[src/tlcs_consts.vh]
// What this block does
// - Core logic turns serial loopback on or off per channel by a pin.
// - Serial loopback exists in every protocol mode except PIPE.
// - Built-in test: PRBS-7 at 20-bit width, PRBS-10 at 10-bit width.
// - Parallel loopback only in Basic mode with double-width data.
// - Parallel loopback sends built-in generator data, returned before analog section.
// - Parallel loopback runs the built-in checker on returned data, flags errors.
// - Reverse serial loopback returns recovered, retimed receive data to transmitter.
// - Pre-recovery reverse loopback keeps output swing, ignores pre-emphasis.
// - Reverse parallel loopback only in PIPE mode, requested by PIPE pin.
// - Two transmit PLLs, four receive PLLs, each fed by either reference clock.
// - Transmit PLL output reaches only global lines and receive PLL reference.
// - Only one reference clock of a block drives the inter-block lines.
// - Recovered clocks drive adjacent regional clocks and global clocks.
// - Receive phase buffer is eight deep in PIPE, four otherwise.
`ifndef TLCS_CONSTS_VH
`define TLCS_CONSTS_VH
`define TLCS_OFF_PROTO   8'h00
`define TLCS_OFF_LOOPSEL 8'h04
`define TLCS_OFF_CLKSEL  8'h08
`define TLCS_OFF_ANALOG  8'h0c
`define TLCS_OFF_STATUS  8'h10
`define TLCS_OFF_MASK    8'h14
`define TLCS_OFF_ACTIVE  8'h18
`define TLCS_RST_PROTO   32'h0000_0000
`define TLCS_RST_LOOPSEL 32'h0000_0000
`define TLCS_RST_CLKSEL  32'h0000_0000
`define TLCS_RST_ANALOG  32'h0000_0000
`define TLCS_RST_MASK    32'h0000_0000
`define TLCS_B_PIPE      0
`define TLCS_B_BASIC     1
`define TLCS_B_DWIDTH    2
`define TLCS_B_BUILTIN_PATTERN_TEST      3
`define TLCS_F_TXREF     1:0
`define TLCS_F_RXSRC     9:2
`define TLCS_B_IBSEL     10
`define TLCS_B_IBEN      11
`define TLCS_F_REGEN     15:12
`define TLCS_F_GLOBSRC   18:16
`define TLCS_F_SWING     2:0
`define TLCS_F_EMPH      6:4
`define TLCS_M_NONE      3'h0
`define TLCS_M_SERIAL    3'h1
`define TLCS_M_PAR       3'h2
`define TLCS_M_REVSER    3'h3
`define TLCS_M_REVPRE    3'h4
`define TLCS_M_REVPAR    3'h5
`define TLCS_DEPTH_PIPE  4'h8
`define TLCS_DEPTH_OTHER 4'h4
`define TLCS_RESP_OKAY   2'b00
`define TLCS_RESP_SLVERR 2'b10
`define TLCS_PRBS_SEED   10'h3ff
`define TLCS_PRIME_WORDS 2'h3
`endif

[src/tlcs_top.v]
// The implementer's own choices: the AXI4-Lite interface to the registers and the address map.
`timescale 1ns/10ps
`include "tlcs_consts.vh"
module tlcs_top #(
	parameter NCH = 4,
	parameter DW  = 20
) (
	input  wire              clock,
	input  wire              rst_b,
	input  wire              ce,
	input  wire              s_axi_awvalid,
	output wire              s_axi_awready,
	input  wire [7:0]        s_axi_awaddr,
	input  wire              s_axi_wvalid,
	output wire              s_axi_wready,
	input  wire [31:0]       s_axi_wdata,
	input  wire [3:0]        s_axi_wstrb,
	output reg               s_axi_bvalid,
	input  wire              s_axi_bready,
	output reg  [1:0]        s_axi_bresp,
	input  wire              s_axi_arvalid,
	output wire              s_axi_arready,
	input  wire [7:0]        s_axi_araddr,
	output reg               s_axi_rvalid,
	input  wire              s_axi_rready,
	output reg  [31:0]       s_axi_rdata,
	output reg  [1:0]        s_axi_rresp,
	input  wire [NCH-1:0]    serial_loop_en,
	input  wire [NCH-1:0]    pipe_loop_req,
	input  wire [NCH*DW-1:0] core_tx_data,
	output wire [NCH*DW-1:0] core_rx_data,
	input  wire [NCH*DW-1:0] line_rx_rec,
	input  wire [NCH*DW-1:0] line_rx_pre,
	output wire [NCH*DW-1:0] line_tx_data,
	output wire [NCH-1:0]    line_tx_emph_on,
	output wire [2:0]        line_tx_swing,
	output wire [2:0]        line_tx_emph,
	output wire [NCH-1:0]    builtin_pattern_test_err,
	output wire [3:0]        rx_fifo_depth,
	output wire [1:0]        tx_pll_ref_sel,
	output wire [7:0]        rx_pll_src,
	output wire              interblock_ref_sel,
	output wire              interblock_en,
	output wire [3:0]        regional_clk_en,
	output wire [2:0]        global_clk_src,
	output wire              irq
);
	reg  [31:0]      proto_q;
	reg  [31:0]      loopsel_q;
	reg  [31:0]      clksel_q;
	reg  [31:0]      analog_q;
	reg  [31:0]      mask_q;
	reg  [31:0]      status_q;
	reg  [31:0]      status_d;
	reg              aw_h_q;
	reg              w_h_q;
	reg  [7:0]       awaddr_q;
	reg  [31:0]      wdata_q;
	reg  [3:0]       wstrb_q;
	reg  [31:0]      rd_d;
	reg              rd_hit;
	reg              wr_hit;
	reg              irq_q;
	reg  [3:0]       depth_q;
	wire [NCH-1:0]   ev_err;
	wire [NCH-1:0]   ev_bad;
	wire [NCH*3-1:0] eff_mode;
	wire             wr_go;
	wire             rd_take;
	wire             pipe_on;
	wire             basic_on;
	wire             dw_on;
	wire             builtin_pattern_test_req;

	assign pipe_on = proto_q[`TLCS_B_PIPE];
	assign basic_on = proto_q[`TLCS_B_BASIC];
	assign dw_on = proto_q[`TLCS_B_DWIDTH];
	assign builtin_pattern_test_req = proto_q[`TLCS_B_BUILTIN_PATTERN_TEST];

	function [31:0] merge;
		input [31:0] old;
		input [31:0] nw;
		input [3:0]  strb;
		integer      b;
		begin
			merge = old;
			for (b = 0; b < 4; b = b + 1)
				if (strb[b])
					merge[b*8 +: 8] = nw[b*8 +: 8];
		end
	endfunction

	// Write side: address and data may arrive in either order
	assign s_axi_awready = ce && !aw_h_q && !s_axi_bvalid;
	assign s_axi_wready = ce && !w_h_q && !s_axi_bvalid;
	assign wr_go = aw_h_q && w_h_q;

	always @* begin
		wr_hit = 1'b0;
		if (awaddr_q == `TLCS_OFF_PROTO)
			wr_hit = 1'b1;
		else if (awaddr_q == `TLCS_OFF_LOOPSEL)
			wr_hit = 1'b1;
		else if (awaddr_q == `TLCS_OFF_CLKSEL)
			wr_hit = 1'b1;
		else if (awaddr_q == `TLCS_OFF_ANALOG)
			wr_hit = 1'b1;
		else if (awaddr_q == `TLCS_OFF_MASK)
			wr_hit = 1'b1;
	end

	always @(posedge clock or negedge rst_b) begin
		if (!rst_b) begin
			aw_h_q <= 1'b0;
			w_h_q <= 1'b0;
			awaddr_q <= 8'h00;
			wdata_q <= 32'h0000_0000;
			wstrb_q <= 4'h0;
			s_axi_bvalid <= 1'b0;
			s_axi_bresp <= `TLCS_RESP_OKAY;
		end else if (ce) begin
			if (s_axi_awvalid && s_axi_awready) begin
				aw_h_q <= 1'b1;
				awaddr_q <= {s_axi_awaddr[7:2], 2'b00};
			end
			if (s_axi_wvalid && s_axi_wready) begin
				w_h_q <= 1'b1;
				wdata_q <= s_axi_wdata;
				wstrb_q <= s_axi_wstrb;
			end
			if (wr_go) begin
				aw_h_q <= 1'b0;
				w_h_q <= 1'b0;
				s_axi_bvalid <= 1'b1;
				s_axi_bresp <= wr_hit ? `TLCS_RESP_OKAY : `TLCS_RESP_SLVERR;
			end else if (s_axi_bvalid && s_axi_bready) begin
				s_axi_bvalid <= 1'b0;
			end
		end
	end

	always @(posedge clock or negedge rst_b) begin
		if (!rst_b) begin
			proto_q <= `TLCS_RST_PROTO;
			loopsel_q <= `TLCS_RST_LOOPSEL;
			clksel_q <= `TLCS_RST_CLKSEL;
			analog_q <= `TLCS_RST_ANALOG;
			mask_q <= `TLCS_RST_MASK;
		end else if (ce && wr_go) begin
			if (awaddr_q == `TLCS_OFF_PROTO)
				proto_q <= merge(proto_q, wdata_q, wstrb_q);
			else if (awaddr_q == `TLCS_OFF_LOOPSEL)
				loopsel_q <= merge(loopsel_q, wdata_q, wstrb_q);
			else if (awaddr_q == `TLCS_OFF_CLKSEL)
				clksel_q <= merge(clksel_q, wdata_q, wstrb_q);
			else if (awaddr_q == `TLCS_OFF_ANALOG)
				analog_q <= merge(analog_q, wdata_q, wstrb_q);
			else if (awaddr_q == `TLCS_OFF_MASK)
				mask_q <= merge(mask_q, wdata_q, wstrb_q);
		end
	end

	// Read side
	assign s_axi_arready = ce && !s_axi_rvalid;
	assign rd_take = s_axi_arvalid && s_axi_arready;

	always @* begin
		rd_d = 32'h0000_0000;
		rd_hit = 1'b1;
		if (s_axi_araddr[7:2] == `TLCS_OFF_PROTO >> 2)
			rd_d = proto_q;
		else if (s_axi_araddr[7:2] == `TLCS_OFF_LOOPSEL >> 2)
			rd_d = loopsel_q;
		else if (s_axi_araddr[7:2] == `TLCS_OFF_CLKSEL >> 2)
			rd_d = clksel_q;
		else if (s_axi_araddr[7:2] == `TLCS_OFF_ANALOG >> 2)
			rd_d = analog_q;
		else if (s_axi_araddr[7:2] == `TLCS_OFF_STATUS >> 2)
			rd_d = status_q;
		else if (s_axi_araddr[7:2] == `TLCS_OFF_MASK >> 2)
			rd_d = mask_q;
		else if (s_axi_araddr[7:2] == `TLCS_OFF_ACTIVE >> 2)
			rd_d = {rx_fifo_depth, {(28-NCH*3){1'b0}}, eff_mode};
		else
			rd_hit = 1'b0;
	end

	always @(posedge clock or negedge rst_b) begin
		if (!rst_b) begin
			s_axi_rvalid <= 1'b0;
			s_axi_rdata <= 32'h0000_0000;
			s_axi_rresp <= `TLCS_RESP_OKAY;
		end else if (ce) begin
			if (rd_take) begin
				s_axi_rvalid <= 1'b1;
				s_axi_rdata <= rd_d;
				s_axi_rresp <= rd_hit ? `TLCS_RESP_OKAY : `TLCS_RESP_SLVERR;
			end else if (s_axi_rvalid && s_axi_rready) begin
				s_axi_rvalid <= 1'b0;
			end
		end
	end

	// Sticky events; a new event beats the read that clears
	always @* begin
		status_d = status_q;
		if (rd_take && s_axi_araddr[7:2] == `TLCS_OFF_STATUS >> 2)
			status_d = 32'h0000_0000;
		status_d[NCH-1:0] = status_d[NCH-1:0] | ev_err;
		status_d[2*NCH-1:NCH] = status_d[2*NCH-1:NCH] | ev_bad;
	end

	always @(posedge clock or negedge rst_b) begin
		if (!rst_b)
			status_q <= 32'h0000_0000;
		else if (ce)
			status_q <= status_d;
	end

	// Registered, so the pin lags the status bit by one cycle
	always @(posedge clock or negedge rst_b) begin
		if (!rst_b)
			irq_q <= 1'b0;
		else if (ce)
			irq_q <= |(status_q & mask_q);
	end

	assign irq = irq_q;
	assign builtin_pattern_test_err = ev_err;

	// Analog output settings and receive phase buffer depth
	assign line_tx_swing = analog_q[`TLCS_F_SWING];
	assign line_tx_emph = analog_q[`TLCS_F_EMPH];
	always @(posedge clock or negedge rst_b) begin
		if (!rst_b)
			depth_q <= `TLCS_DEPTH_OTHER;
		else if (ce)
			depth_q <= pipe_on ? `TLCS_DEPTH_PIPE : `TLCS_DEPTH_OTHER;
	end

	assign rx_fifo_depth = depth_q;

	// Clock routing; the encodings leave no illegal source reachable
	assign tx_pll_ref_sel = clksel_q[`TLCS_F_TXREF];
	// Per receive PLL: 0/1 reference clock, 2/3 transmit PLL output
	assign rx_pll_src = clksel_q[`TLCS_F_RXSRC];
	// Single select bit, so only one reference clock leaves the block
	assign interblock_ref_sel = clksel_q[`TLCS_B_IBSEL];
	assign interblock_en = clksel_q[`TLCS_B_IBEN];
	assign regional_clk_en = clksel_q[`TLCS_F_REGEN];
	// 0/1 reference, 2/3 transmit PLL, 4..7 recovered clock
	assign global_clk_src = clksel_q[`TLCS_F_GLOBSRC];

	genvar c;
	generate
		for (c = 0; c < NCH; c = c + 1) begin : g_ch
			wire [2:0]    req;
			wire [DW-1:0] gen;
			wire          builtin_pattern_test_on;
			wire [DW-1:0] txw;
			reg  [2:0]    m;
			reg           bad;
			reg  [2:0]    mode_q;
			reg  [DW-1:0] crx_q;
			reg  [DW-1:0] ltx_q;
			reg           emph_q;

			assign req = loopsel_q[c*3 +: 3];

			// Pins win over the register; one path at most
			always @* begin
				m = `TLCS_M_NONE;
				bad = 1'b0;
				if (pipe_on && pipe_loop_req[c]) begin
					m = `TLCS_M_REVPAR;
				end else if (serial_loop_en[c] || req == `TLCS_M_SERIAL) begin
					if (!pipe_on)
						m = `TLCS_M_SERIAL;
					else
						bad = 1'b1;
				end else if (req == `TLCS_M_PAR) begin
					if (basic_on && dw_on && !pipe_on)
						m = `TLCS_M_PAR;
					else
						bad = 1'b1;
				end else if (req == `TLCS_M_REVSER) begin
					m = `TLCS_M_REVSER;
				end else if (req == `TLCS_M_REVPRE) begin
					m = `TLCS_M_REVPRE;
				end else if (req != `TLCS_M_NONE || pipe_loop_req[c]) begin
					bad = 1'b1;
				end
			end

			assign ev_bad[c] = bad;
			assign builtin_pattern_test_on = (builtin_pattern_test_req && basic_on && !pipe_on) || m == `TLCS_M_PAR;
			assign txw = builtin_pattern_test_on ? gen : core_tx_data[c*DW +: DW];

			tlcs_prbs #(
				.W (DW)
			) u_prbs (
				.clock   (clock),
				.rst_b   (rst_b),
				.ce      (ce),
				.enable  (builtin_pattern_test_on),
				.narrow  (!dw_on),
				.rx_word (crx_q),
				.gen_q   (gen),
				.err_q   (ev_err[c])
			);

			always @(posedge clock or negedge rst_b) begin
				if (!rst_b) begin
					mode_q <= `TLCS_M_NONE;
					crx_q <= {DW{1'b0}};
					ltx_q <= {DW{1'b0}};
					emph_q <= 1'b1;
				end else if (ce) begin
					mode_q <= m;
					// Pre-recovery path: swing kept, pre-emphasis off
					emph_q <= (m != `TLCS_M_REVPRE);
					case (m)
					`TLCS_M_REVSER, `TLCS_M_REVPAR: begin
						ltx_q <= line_rx_rec[c*DW +: DW];
						crx_q <= line_rx_rec[c*DW +: DW];
					end
					`TLCS_M_REVPRE: begin
						ltx_q <= line_rx_pre[c*DW +: DW];
						crx_q <= line_rx_rec[c*DW +: DW];
					end
					`TLCS_M_SERIAL, `TLCS_M_PAR: begin
						// Line still carries the transmit stream
						ltx_q <= txw;
						crx_q <= txw;
					end
					default: begin
						ltx_q <= txw;
						crx_q <= line_rx_rec[c*DW +: DW];
					end
					endcase
				end
			end

			assign eff_mode[c*3 +: 3] = mode_q;
			assign core_rx_data[c*DW +: DW] = crx_q;
			assign line_tx_data[c*DW +: DW] = ltx_q;
			assign line_tx_emph_on[c] = emph_q;
		end
	endgenerate
endmodule

[src/tlcs_prbs.v]
`timescale 1ns/10ps
`include "tlcs_consts.vh"
module tlcs_prbs #(
	parameter W = 20
) (
	input  wire         clock,
	input  wire         rst_b,
	input  wire         ce,
	input  wire         enable,
	input  wire         narrow,
	input  wire [W-1:0] rx_word,
	output reg  [W-1:0] gen_q,
	output reg          err_q
);
	reg [9:0]   gst_q;
	reg [9:0]   hist_q;
	reg [1:0]   primed_q;
	reg [9:0]   g;
	reg [9:0]   h;
	reg [W-1:0] gw;
	reg         e;
	reg         nb;
	reg         pb;
	integer     i;

	// Self-synchronising check: each bit is predicted from earlier received bits
	always @* begin
		g = gst_q;
		h = hist_q;
		gw = {W{1'b0}};
		e = 1'b0;
		nb = 1'b0;
		pb = 1'b0;
		for (i = 0; i < W; i = i + 1) begin
			if (!narrow || i < W / 2) begin
				nb = narrow ? (g[9] ^ g[6]) : (g[6] ^ g[5]);
				gw[i] = nb;
				g = {g[8:0], nb};
				pb = narrow ? (h[9] ^ h[6]) : (h[6] ^ h[5]);
				if (rx_word[i] != pb)
					e = 1'b1;
				h = {h[8:0], rx_word[i]};
			end
		end
	end

	always @(posedge clock or negedge rst_b) begin
		if (!rst_b) begin
			gst_q <= `TLCS_PRBS_SEED;
			hist_q <= 10'h000;
			primed_q <= 2'h0;
			gen_q <= {W{1'b0}};
			err_q <= 1'b0;
		end else if (ce) begin
			if (enable) begin
				gst_q <= g;
				hist_q <= h;
				gen_q <= gw;
				// Two stale pipeline words and one history fill go unchecked
				if (primed_q != `TLCS_PRIME_WORDS)
					primed_q <= primed_q + 2'h1;
				err_q <= e & (primed_q == `TLCS_PRIME_WORDS);
			end else begin
				gst_q <= `TLCS_PRBS_SEED;
				primed_q <= 2'h0;
				err_q <= 1'b0;
			end
		end
	end
endmodule

[config.mk]
export PLATFORM = sky130hd
export DESIGN_NAME = tlcs_top
export DESIGN_NICKNAME = d
export VERILOG_FILES = /design/src/tlcs_top.v /design/src/tlcs_prbs.v
export VERILOG_INCLUDE_DIRS = /design/src
export SDC_FILE = /design/constraint.sdc
export NUM_CORES = 1
export LEC_CHECK = 0
export ABC_AREA = 0
export BUFFER_PORTS_ARGS = -buffer_cell sky130_fd_sc_hd__buf_4
export CORE_UTILIZATION = 40
export DETAILED_ROUTE_END_ITERATION = 10
export GPL_TIMING_DRIVEN = 1
export PLACE_DENSITY_LB_ADDON = 0.3
export SETUP_SLACK_MARGIN = 0.1
export SYNTH_ARGS = -nofsm -noshare
export SYNTH_HDL_FRONTEND = slang
export SYNTH_SLANG_ARGS = --single-unit
[constraint.sdc]
create_clock -name clock -period 3.11 [get_ports clock]
set_input_delay 0.622 -clock clock [delete_from_list [all_inputs] [get_ports clock]]
set_output_delay 0.622 -clock clock [all_outputs]
set_load 0.02 [all_outputs]
**Word-level counts from Yosys, hierarchy flattened**

Index checks and enable logic that the tools add are counted.

- Flip-flop bits (word level): 603
- Input port bits: 308
- Output and inout bits: 239

- Add/sub/neg operators: 4
- Equal/unequal tests: 142
- Muxes and demuxes: 467
- Bitwise operators: 291
- Reductions and logical operators: 93

Operators with widths:

| operator | count |
|---|---|
| $mux W10 | 84 |
| $mux W1 | 331 |
| $xor A1 B1 Y1 | 280 |
| $mux W32 | 7 |
| $mux W20 | 8 |
| $pmux W20 S2 | 4 |
| $ne A1 B1 Y1 | 80 |
| $mux W3 | 20 |
| $eq A3 B2 Y1 const B | 16 |
| $eq A3 B3 Y1 const B | 12 |
| $and A8 B32 Y32 | 1 |
| $reduce_and A2 Y1 | 16 |
| $reduce_or A32 Y1 | 1 |
| $reduce_and A7 Y1 | 4 |
| $eq A3 B1 Y1 const B | 8 |
| $eq A6 B2 Y1 const B | 4 |
| $eq A6 B3 Y1 const B | 4 |
| $reduce_and A6 Y1 | 4 |
| $mux W2 | 11 |
| $logic_and A1 B1 Y1 | 21 |
| $reduce_and A5 Y1 | 4 |
| $reduce_and A4 Y1 | 4 |
| $reduce_or A2 Y1 | 8 |
| $eq A6 B1 Y1 const B | 2 |
| other kinds (17) | 63 |

**Longest topological paths before layout**

Gate-level depths: netlist of the first run.

- Depth in word-level cells: 35
- Depth in mapped cells: 10
- Gate-level depth less buffers: 6

**By module**

A second synthesis of the first run with hierarchy kept.

- Cell total of the unflattened synthesis: 3134
- Area total of the unflattened synthesis: 32122.1 um^2

By module, submodules not included:

| module | times used | cells each | area an instance (um^2) |
|---|---|---|---|
| tlcs_top | 1 | 1849 | 20495.9 |
| tlcs_prbs at g_ch[1].u_prbs ... | 3 | 321 | 2906.5 |
| tlcs_prbs at g_ch[0].u_prbs | 1 | 322 | 2906.5 |

**Worst setup path before layout of the first run**

OpenSTA, ideal clock, no wires.

- Path type: input -> output
- From: input port ce
- To: output port s_axi_arready
- Data arrival time: 1646 ps
- Required time: 2488 ps
- Setup slack: 842 ps
- Stages on the path: 5
- Path through: buf_2 > inv_2 > clkbuf_1 > buf_1 > nor2_1

- Cells in the longest elaborated chain, start to end: 1

Ends and longest elaborated chain:

| item | line | source |
|---|---|---|
| start, declared | tlcs_top.v:10 | `input wire ce,` |
| $logic_and A1 B1 Y1 | tlcs_top.v:164 | `assign s_axi_arready = ce && !s_axi_rvalid;` |
| end, declared | tlcs_top.v:22 | `output wire s_axi_arready,` |

Every way passes these cells.

**Final worst setup path of the first run**

- From: register proto_q[0]
- To: register g_ch[2].crx_q[10]

- Cells in the longest elaborated chain, start to end: 10
- Elaborated cells on any way between the ends: 15
- Classes of those cells: eq/ne: 2; mux: 7; reduce/logical: 6

Ends and longest elaborated chain:

| item | line | source |
|---|---|---|
| start, declared | tlcs_top.v:48 | `reg [31:0] proto_q;` |
| start signal, assigned | tlcs_top.v:144 | `` proto_q <= `TLCS_RST_PROTO; `` |
| start signal, assigned | tlcs_top.v:151 | `proto_q <= merge(proto_q, wdata_q, wstrb_q);` |
| $logic_not A1 Y1 | tlcs_top.v:282, tlcs_top.v:296 |  |
| $logic_and A1 B1 Y1 | tlcs_top.v:282 | `if (basic_on && dw_on && !pipe_on)` |
| $mux W2 | tlcs_top.v:282 |  |
| $mux W3 | tlcs_top.v:281 | `` end else if (req == `TLCS_M_PAR) begin `` |
| $mux W3 | tlcs_top.v:276 | `` end else if (serial_loop_en[c] \|\| req == `TLCS_M_SERIAL) begin `` |
| $mux W3 | tlcs_top.v:274 | `if (pipe_on && pipe_loop_req[c]) begin` |
| $eq A3 B2 Y1 | tlcs_top.v:322 | `case (m)` |
| $logic_or A1 B1 Y1 (no source line) | n/a |  |
| $mux W20 | tlcs_top.v:297 | `assign txw = builtin_pattern_test_on ? gen : core_tx_data[c*DW +: DW];` |
| $mux W20 * | tlcs_top.v:322 |  |
| end signal, assigned | tlcs_top.v:325 | `crx_q <= line_rx_rec[c*DW +: DW];` |
| end signal, assigned | tlcs_top.v:329 | `crx_q <= line_rx_rec[c*DW +: DW];` |
| end signal, assigned | tlcs_top.v:334 | `crx_q <= txw;` |
| end, declared | tlcs_top.v:264 | `reg [DW-1:0] crx_q;` |

Every way passes the cells marked *; elsewhere a longest branch is shown, timed or not.
A chain may end at the register's enable or synchronous reset.

==> key figures, run 1 <==
Flow run
  • Max cap viols: 0

Global routing
  • Final global-route overflow total: 0
  • Vias in the first global route: approximately 26000
  • First-pass GRT wire length: approximately 150 mm
  • Number of antenna violations at the first check in global routing: 10
  • Total global routing track utilization: ~24%
  • Maximum number of pins on one net before global-route repair: about 110

Synth
  • Seq cells post-synth: 599
  • Number of enable-type register cells in the synthesized netlist: 0
  • Synthesized area per cell: slightly above 10 µm²
  • Top-count cell post-synth: sky130_fd_sc_hd__dfrtp_1
  • Number of distinct library cell variants in the gate-level netlist after synthesis: 90
  • Post-synthesis cell area: around 32000 µm²
  • Post-synthesis cell count: 3129
  • Most common library cells after synthesis: 554 x sky130_fd_sc_hd__dfrtp_1, 352 x sky130_fd_sc_hd__nand2_1, 236 x sky130_fd_sc_hd__mux2_2
  • Total number of yosys warnings: 0
  • Post-synth top area cell: sky130_fd_sc_hd__dfrtp_1
  • Area share of the leading cell type in the synthesized netlist: between 40% and 50%
  • Share of async-settable or async-resettable flops after synthesis: between 90% and 100%
  • Sequential-to-total area share from yosys stat: a little under half
  • Commonest register cell after synthesis: sky130_fd_sc_hd__dfrtp_1
  • Cells taking the most area after synthesis: sky130_fd_sc_hd__dfrtp_1 43%, sky130_fd_sc_hd__mux2_2 8.2%, sky130_fd_sc_hd__mux2i_1 4.8%

Timing
  • Max Fclk: about 360 MHz
  • Largest clock skew in the final design: 0.06654 ns
  • Worst Setup Slack, final: ~0.36 ns
  • Max-slew violation total from the final report: 0
  • Min cycle time layout: ~2.8 ns
  • Unrepaired setup endpoints after global routing: false
  • Final-layout setup total negative slack: 0 ns
  • Final Hold Vio Count: 0
  • Normalized max-slew margin: between 40% and 50%
  • Setup violations, final: 0
  • Slew @ Worst Pin: around 0.8 ns
  • Period utilisation layout: about 90%

Worst setup path
  • Worst reg2reg startpoint: proto_q[0]
  • Worst endpoint data arrival time: approximately 3.2 ns
  • Most numerous cell on the critical path: sky130_fd_sc_hd__buf_4
  • Source of the critical timing path: proto_q[0]
  • Category of the most critical setup path: reg -> reg
  • Worst endpoint required time: around 3.6 ns
  • Kind of start point of the critical path: flip-flop
  • Family with the most delay on the worst path: buffers and inverters
  • Total buffers and inverters traversed by the critical path: 2
  • Crit path largest cell delay: 0.54 ns
  • Critical Path, Cell by Cell: buf_4 > nand3b_2 > o31a_1 > buf_4 > mux2i_1 > a211oi_1 > a21o_1
  • Slowest cell on the critical path: sky130_fd_sc_hd__mux2i_1
  • CP max FO: 28
  • Sort of element at the end of the critical path: flip-flop

Route
  • Wire length per cell: about 22 µm
  • Ratio of routed vias to standard cells: around 5.6
  • Number of remaining DRC errors: 0
  • Final ANT Viol Nets: 0
  • First-pass iteration count of the detailed router: 8
  • Total wire length: between 100 and 150 mm
  • Total via count in the routed design: ~26000
  • Initial DRC Count: 1737

CTS
  • Clock sink total: about 600
  • Cells resized by post-CTS repair: 0
  • TritonCTS clock tree: built
  • Setup fix buffers added after clock tree synthesis: 0
  • CTS Root Buffer Type: sky130_fd_sc_hd__clkbuf_16
  • Clock buffer count from CTS: 70
  • Deepest level of the CTS H-tree: 3
  • Clk pin slew, worst setup/hold paths: roughly 0.060 ns
  • Clk Latency, worst-skew pair: around 0.66 ns
  • Clock tree buffer depth: 3

Power
  • Part of the power in the clock network: between 20% and 30%
  • Cell internal pwr: 18660 µW
  • Share of total power in combinational logic: between 30% and 40%
  • Worst vdd rail ir drop: a little under 500 µV
  • Power Total: around 30000 µW
  • Areal power density over the cells: between 700 and 800 nW/µm²
  • Portion of total power attributed to sequential cells: about two fifths
  • Net switching power of the design: roughly 11000 µW
  • Sw Ratio: between 30% and 40%
  • Static Leak: around 0.018 µW

Cells and area
  • Footprint of the multi-input gates: 15700 µm²
  • Area grow syn2layout: 23.21%
  • Filler cell count in the final layout: about 7300
  • Fin nets: 3862
  • Area occupied by registers: between 15000 and 20000 µm²
  • Fraction of final layout cells with drive strength greater than 1: 30.96%

Status
  • Outcome: complete, no violations

Floorplan
  • Core area: 79390 µm²
  • Horiz. Die Dim: around 290 µm
  • Top-level port count: approximately 550
  • Std-Cell Rows: just over 100
  • Die outline area: roughly 82000 µm²
  • Die height: between 200 and 300 µm
  • Initial core utilization: around two fifths

Placement
  • Post-DP HPWL: ~72 mm
  • Final GP Congestion: between 0.9 and 1
  • Count of input and output buffers: approximately 540
  • Worst slack, placed: roughly 0.43 ns

Hold path
  • Startpoint of the worst hold path: s_axi_wdata[15]
  • Worst hold path class: in -> reg
-- layout by cell type (no fill, tap or decap), drive strengths merged, types with 25 or more instances in the layout --
master | Yosys | routed
a221oi | 38 | 38
a31oi | 46 | 46
and3 | 26 | 26
nor2 | 237 | 237
nand3 | 57 | 57
dfrtp | 554 | 554
xor2 | 86 | 86
a221o | 29 | 29
inv | 26 | 27
clkbuf | 154 | 97
o31ai | 25 | 25
o2bb2ai | 48 | 48
mux2 | 259 | 259
o21ai | 211 | 211
xnor2 | 162 | 162
nand2 | 353 | 353
a21oi | 118 | 118
o21a | 30 | 30
mux2i | 155 | 155
dfstp | 45 | 45
a222oi | 38 | 38
buf | 142 | 641
-- timing repair --
item,in CTS,in global routing
endpoints found under the hold margin,9,0
hold buffers,1,0
setup endpoints to repair,0,0
-- cell type report --
type	instances	share of cell area, %
sequential	599	37.91
timing repair buffer	642	12.78
tap	1050	3.309
antenna	4	0.02521
clock buffer	97	5.121
multi-input combinational	2211	39.55
inverter	26	0.2521
clock inverter	30	1.049
-- logic make-up (layout without fill, tap and decap cells) --
logic type	after synthesis	count (layout)	synth area share, %
xor gates and xnor gates	249	249	6.881
other	1	8	0.01164
buffers and inverters	322	795	4.819
adders and majority gates	4	4	0.1553
and+or+nand+nor	771	771	10.54
AOI/OAI and AO/OA	769	769	16.88
DFF	599	599	46.69
muxes	414	414	14.02
-- layer usage --
layer / routed length [µm] / GRT usage (%)
met5: 43 / 0
met4: 2979 / 8.516
met3: 6205 / 4.673
met2: 47880 / 39.02
met1: 43600 / 32.29
-- registers in the layout (all words and copies together), names as in the netlist, 2 cells and up --
register / cells
wstrb_q: 4
mask_q: 32
awaddr_q: 6
loopsel_q: 32
rx_fifo_depth: 2
g_ch.u_prbs.hist_q: 40
proto_q: 32
g_ch.emph_q: 4
g_ch.crx_q: 80
analog_q: 32
s_axi_rdata: 32
clksel_q: 32
g_ch.u_prbs.err_q: 4
status_q: 8
g_ch.u_prbs.primed_q: 8
g_ch.mode_q: 12
g_ch.u_prbs.gst_q: 40
wdata_q: 32
g_ch.u_prbs.gen_q: 80
g_ch.ltx_q: 80
-- power groups by stage --
stage          clock, µW  sequential (µW)  combinational (µW)
5_1_grt             9010            11400               10500
3_3_place_gp           0            11300                9630
2_1_floorplan          0            11100                6330
3_5_place_dp           0            11300                9760
6_report            8510            11200                9760
4_1_cts             8720            11200                9810
-- metrics by stage --
step                      cell area, µm²  cells  hold slack (ns)  util (%)
final                              39700   4659           0.1959     50.01
after global placement             37230   4527           0.4588     46.90
after CTS                          39690   4655           0.1595     50.00
after global routing               39700   4659           0.1701     50.01
after detailed placement           37230   4527           0.4656     46.90
after floorplan                    32230   3132           0.3264         -
-- final timing paths --
path | endpoint | slack (ns) | depth (start not counted)
hold / removal | wdata_q[15] | 0.20 | 2
hold reg to reg | g_ch[3].u_prbs.gen_q[17] | 0.47 | 2
setup reg to reg | g_ch[2].crx_q[10] | 0.36 | 7
min in group asynchronous | g_ch[1].crx_q[3] | 0.51 | 2
max in group asynchronous | g_ch[0].u_prbs.gst_q[3] | 1.52 | 3
setup / recovery | g_ch[2].crx_q[10] | 0.36 | 7
(Power assumes the default switching activity.)
==> run 2, diff against run 1 <==
- RECOVER_POWER: not set -> 50
- clock period: 3.11 -> 2.3 ns (I/O delays scaled with it)
==> key figures, run 2 (synthesis results as in run 1) <==
Placement
  • Post-DP HPWL: 73.04 mm (was 71.77 mm)
  • Placed cell area: 38450 µm² (was 37230 µm²)
  • Count of input and output buffers: 538 (unchanged)
  • Worst slack, placed: -0.1092 ns (was 0.4277 ns)
  • Final GP Congestion: 0.9089 (was 0.9221)

Worst setup path
  • Sort of element at the end of the critical path: flip-flop (unchanged)
  • Crit path largest cell delay: 0.48 ns (was 0.54 ns)
  • Slowest cell on the critical path: sky130_fd_sc_hd__dfrtp_4 (was sky130_fd_sc_hd__mux2i_1)
  • CP max FO: 5 (was 28)
  • Register-to-register setup slack: -0.03 ns (was 0.36 ns)
  • Kind of start point of the critical path: flip-flop (unchanged)
  • Worst endpoint data arrival time: 2.85 ns (was 3.24 ns)
  • Capture instance of the worst register-to-register path: g_ch[1].ltx_q[8] (was g_ch[2].crx_q[10])
  • Worst reg2reg startpoint: proto_q[2] (was proto_q[0])
  • Worst endpoint required time: 2.82 ns (was 3.60 ns)
  • Number of cells traversed by the worst register-to-register path: 9 (was 7)
  • Critical Path, Cell by Cell: and3b_2 > o21a_4 > a31oi_4 > buf_12 > buf_12 > buf_12 > mux2_4 > a221oi_2 > nor2_1 (was buf_4 > nand3b_2 > o31a_1 > buf_4 > mux2i_1 > a211oi_1 > a21o_1)
  • Most numerous cell on the critical path: sky130_fd_sc_hd__buf_12 (was sky130_fd_sc_hd__buf_4)
  • Category of the most critical setup path: reg -> reg (unchanged)

Global routing
  • Number of antenna violations at the first check in global routing: 5 (was 10)
  • First-pass GRT wire length: 157.4 mm (was 154.1 mm)
  • Final global-route overflow total: 0 (unchanged)
  • Total global routing track utilization: 24.66% (was 24.16%)
  • Maximum number of pins on one net before global-route repair: 84 (was 106)
  • Vias in the first global route: 26334 (was 25735)

Floorplan
  • Horiz. Die Dim: 285.8 µm (unchanged)
  • Top-level port count: 547 (unchanged)
  • Die height: 285.8 µm (unchanged)
  • Initial core utilization: 40.59% (unchanged)
  • Die outline area: 81690 µm² (unchanged)
  • Std-Cell Rows: 103 (unchanged)
  • Core area: 79390 µm² (unchanged)

Cells and area
  • Most common cell after layout, fill and taps aside: sky130_fd_sc_hd__buf_4 (unchanged)
  • Final core utilization: 52.42% (was 50.01%)
  • Registers with the most flip-flops: g_ch.crx_q: 80 flops, g_ch.ltx_q: 80 flops, g_ch.u_prbs.gen_q: 80 flops (unchanged)
  • Commonest cells after routing, fill and taps aside: 613 x sky130_fd_sc_hd__buf_4, 550 x sky130_fd_sc_hd__dfrtp_1, 345 x sky130_fd_sc_hd__nand2_1, 224 x sky130_fd_sc_hd__mux2_2, 211 x sky130_fd_sc_hd__nor2_1 (was 620 x sky130_fd_sc_hd__buf_4, 553 x sky130_fd_sc_hd__dfrtp_1, 352 x sky130_fd_sc_hd__nand2_1, 236 x sky130_fd_sc_hd__mux2_2, 226 x sky130_fd_sc_hd__nor2_1)
  • Area of all placed cells without fillers: 41610 µm² (was 39700 µm²)
  • Fraction of final layout cells with drive strength greater than 1: 33.11% (was 30.96%)
  • Area grow syn2layout: 29.15% (was 23.21%)
  • Fin nets: 4014 (was 3862)

Status
  • Outcome: finished, violations left (was complete, no violations)
  • Violations in the final reports: negative setup slack

Hold path
  • Worst hold path class: in -> reg (unchanged)
  • Hold path depth: 2 (unchanged)
  • Startpoint of the worst hold path: s_axi_wdata[7] (was s_axi_wdata[15])
  • Hold worst-path end: wdata_q[7] (was wdata_q[15])

Timing
  • Min cycle time layout: 2.333 ns (was 2.752 ns)
  • Setup violations, final: 14 (was 0)
  • Worst Setup Slack, final: -0.03330 ns (was 0.3582 ns)
  • Max Fclk: 428.6 MHz (was 363.4 MHz)
  • Final Hold Vio Count: 0 (unchanged)
  • Period utilisation layout: 101.4% (was 88.48%)
  • Slew @ Worst Pin: 1.068 ns (was 0.8150 ns)
  • Max-slew violation total from the final report: 0 (unchanged)
  • Unrepaired setup endpoints after global routing: true (was false)
  • Largest clock skew in the final design: 0.03542 ns (was 0.06654 ns)
  • Normalized max-slew margin: 28.81% (was 45.54%)

Route
  • Wire length per cell: 21.80 µm (was 21.61 µm)
  • Wire length on met2: 50.09 mm (was 47.88 mm)
  • Met3 routed wirelength: 6.289 mm (was 6.205 mm)
  • Ratio of routed vias to standard cells: 5.566 (was 5.586)
  • Number of remaining DRC errors: 0 (unchanged)
  • Routed metal-1 wire length: 45.01 mm (was 43.60 mm)
  • Uppermost metal layer occupied by signal nets: met5 (unchanged)
  • Initial DRC Count: 2016 (was 1737)
  • Final ANT Viol Nets: 0 (unchanged)
  • Total wire length: 104.9 mm (was 100.7 mm)
  • First-pass iteration count of the detailed router: 6 (was 8)
  • Total via count in the routed design: 26766 (was 26026)

CTS
  • CTS Root Buffer Type: sky130_fd_sc_hd__clkbuf_16 (unchanged)
  • Clock sink total: 599 (unchanged)
  • Deepest level of the CTS H-tree: 3 (unchanged)
  • Clk Latency, worst-skew pair: 0.66 ns (about the same)
  • TritonCTS clock tree: built (unchanged)
  • Clk pin slew, worst setup/hold paths: 0.06 ns (about the same)
  • Clock tree buffer depth: 3 (unchanged)
  • Clock buffer count from CTS: 71 (was 70)

Power
  • Sw Ratio: 36.74% (was 36.77%)
  • Static Leak: 0.01918 µW (was 0.01836 µW)
  • Net switching power of the design: 15300 µW (was 10850 µW)
  • Areal power density over the cells: 1001 nW/µm² (was 743.5 nW/µm²)
  • Share of total power in combinational logic: 35.7% (was 33.1%)
  • Portion of total power attributed to sequential cells: 35.9% (was 38.1%)
  • Cell internal pwr: 26340 µW (was 18660 µW)
  • Power Total: 41640 µW (was 29520 µW)
  • Worst vdd rail ir drop: 643.7 µV (was 490.0 µV)
  • Part of the power in the clock network: 28.4% (was 28.8%)

Flow run
  • Max cap viols: 0 (unchanged)
## run 2: cell count changes in the layout (fill, tap and decap cells not counted), sizes merged, moves of 2 or more
| cell | change |
|---|---|
| inv | -2 |
| diode | -2 |
| clkbuf | +99 |
| dlygate4sd3 | +21 |
| bufinv | +3 |
| buf | +29 |
## run 2: worst max path at each step
stage / depth (start not counted) / to / from / slack, ns
floorplan: 9 / g_ch[1].ltx_q[17] / proto_q[0] / 0.12
global placement: 9 / g_ch[0].crx_q[3] / proto_q[2] / -0.06
detailed placement: 9 / g_ch[0].crx_q[3] / proto_q[2] / -0.11
CTS: 8 / g_ch[1].ltx_q[9] / proto_q[2] / 0.009
global route: 9 / g_ch[1].ltx_q[14] / proto_q[2] / -0.09
finish: 9 / g_ch[1].ltx_q[8] / proto_q[2] / -0.03
## run 2: per-stage QoR
stage	hold WS, ns	TNS (ns)	std cells
4_1_cts	0.0008685	0	4787
2_1_floorplan	0.1644	0	3132
6_report	0.04844	-0.2556	4809
3_5_place_dp	0.3695	-0.6066	4631
3_3_place_gp	0.3702	-0.2048	4631
5_1_grt	0.02151	-1.283	4807
## run 2: worst max-delay path: cells and delay by family (launching register included)
family                 cells  cell delay [ns]
buffers and inverters      3             0.41
flip-flops                 1             0.48
AO/OA/AOI/OAI              3             0.66
multiplexers               1             0.31
AND/OR/NAND/NOR            2             0.34
## run 2: metal layers
| layer | up-vias | track usage (%) |
|---|---|---|
| met3 | 195 | 4.306 |
| met1 | 13338 | 33.18 |
| met5 | - | 0 |
| met2 | 860 | 39.87 |
| li1 | 12363 | - |
| met4 | 10 | 8.864 |
## run 2: layout make-up
cell class | count | area, µm²
repair buffers | 793 | 6495
flip-flops and latches | 599 | 15050
inverters | 26 | 112.6
clock buffers | 97 | 2004
clock inverters | 31 | 491.7
well taps | 1050 | 1314
diodes | 2 | 5.005
fillers | 7222 | 37770
multi-input cells | 2211 | 16140
## run 2: power groups by stage
| stage | registers [µW] | logic [µW] | clock network (µW) |
|---|---|---|---|
| after CTS | 14900 | 14600 | 12000 |
| final | 14900 | 14900 | 11800 |
| after global routing | 15200 | 15900 | 12500 |
| after floorplan | 15000 | 8560 | 0 |
| after detailed placement | 15000 | 14300 | 0 |
| after global placement | 15000 | 14100 | 0 |
## run 2: repair_timing
item,CTS,global route
hold endpoints to repair,40,0
setup endpoints to repair,129,163
pin swaps,9,52
hold buffers,22,0
gates cloned,2,6
setup buffers,4,14
gates resized for setup,23,110
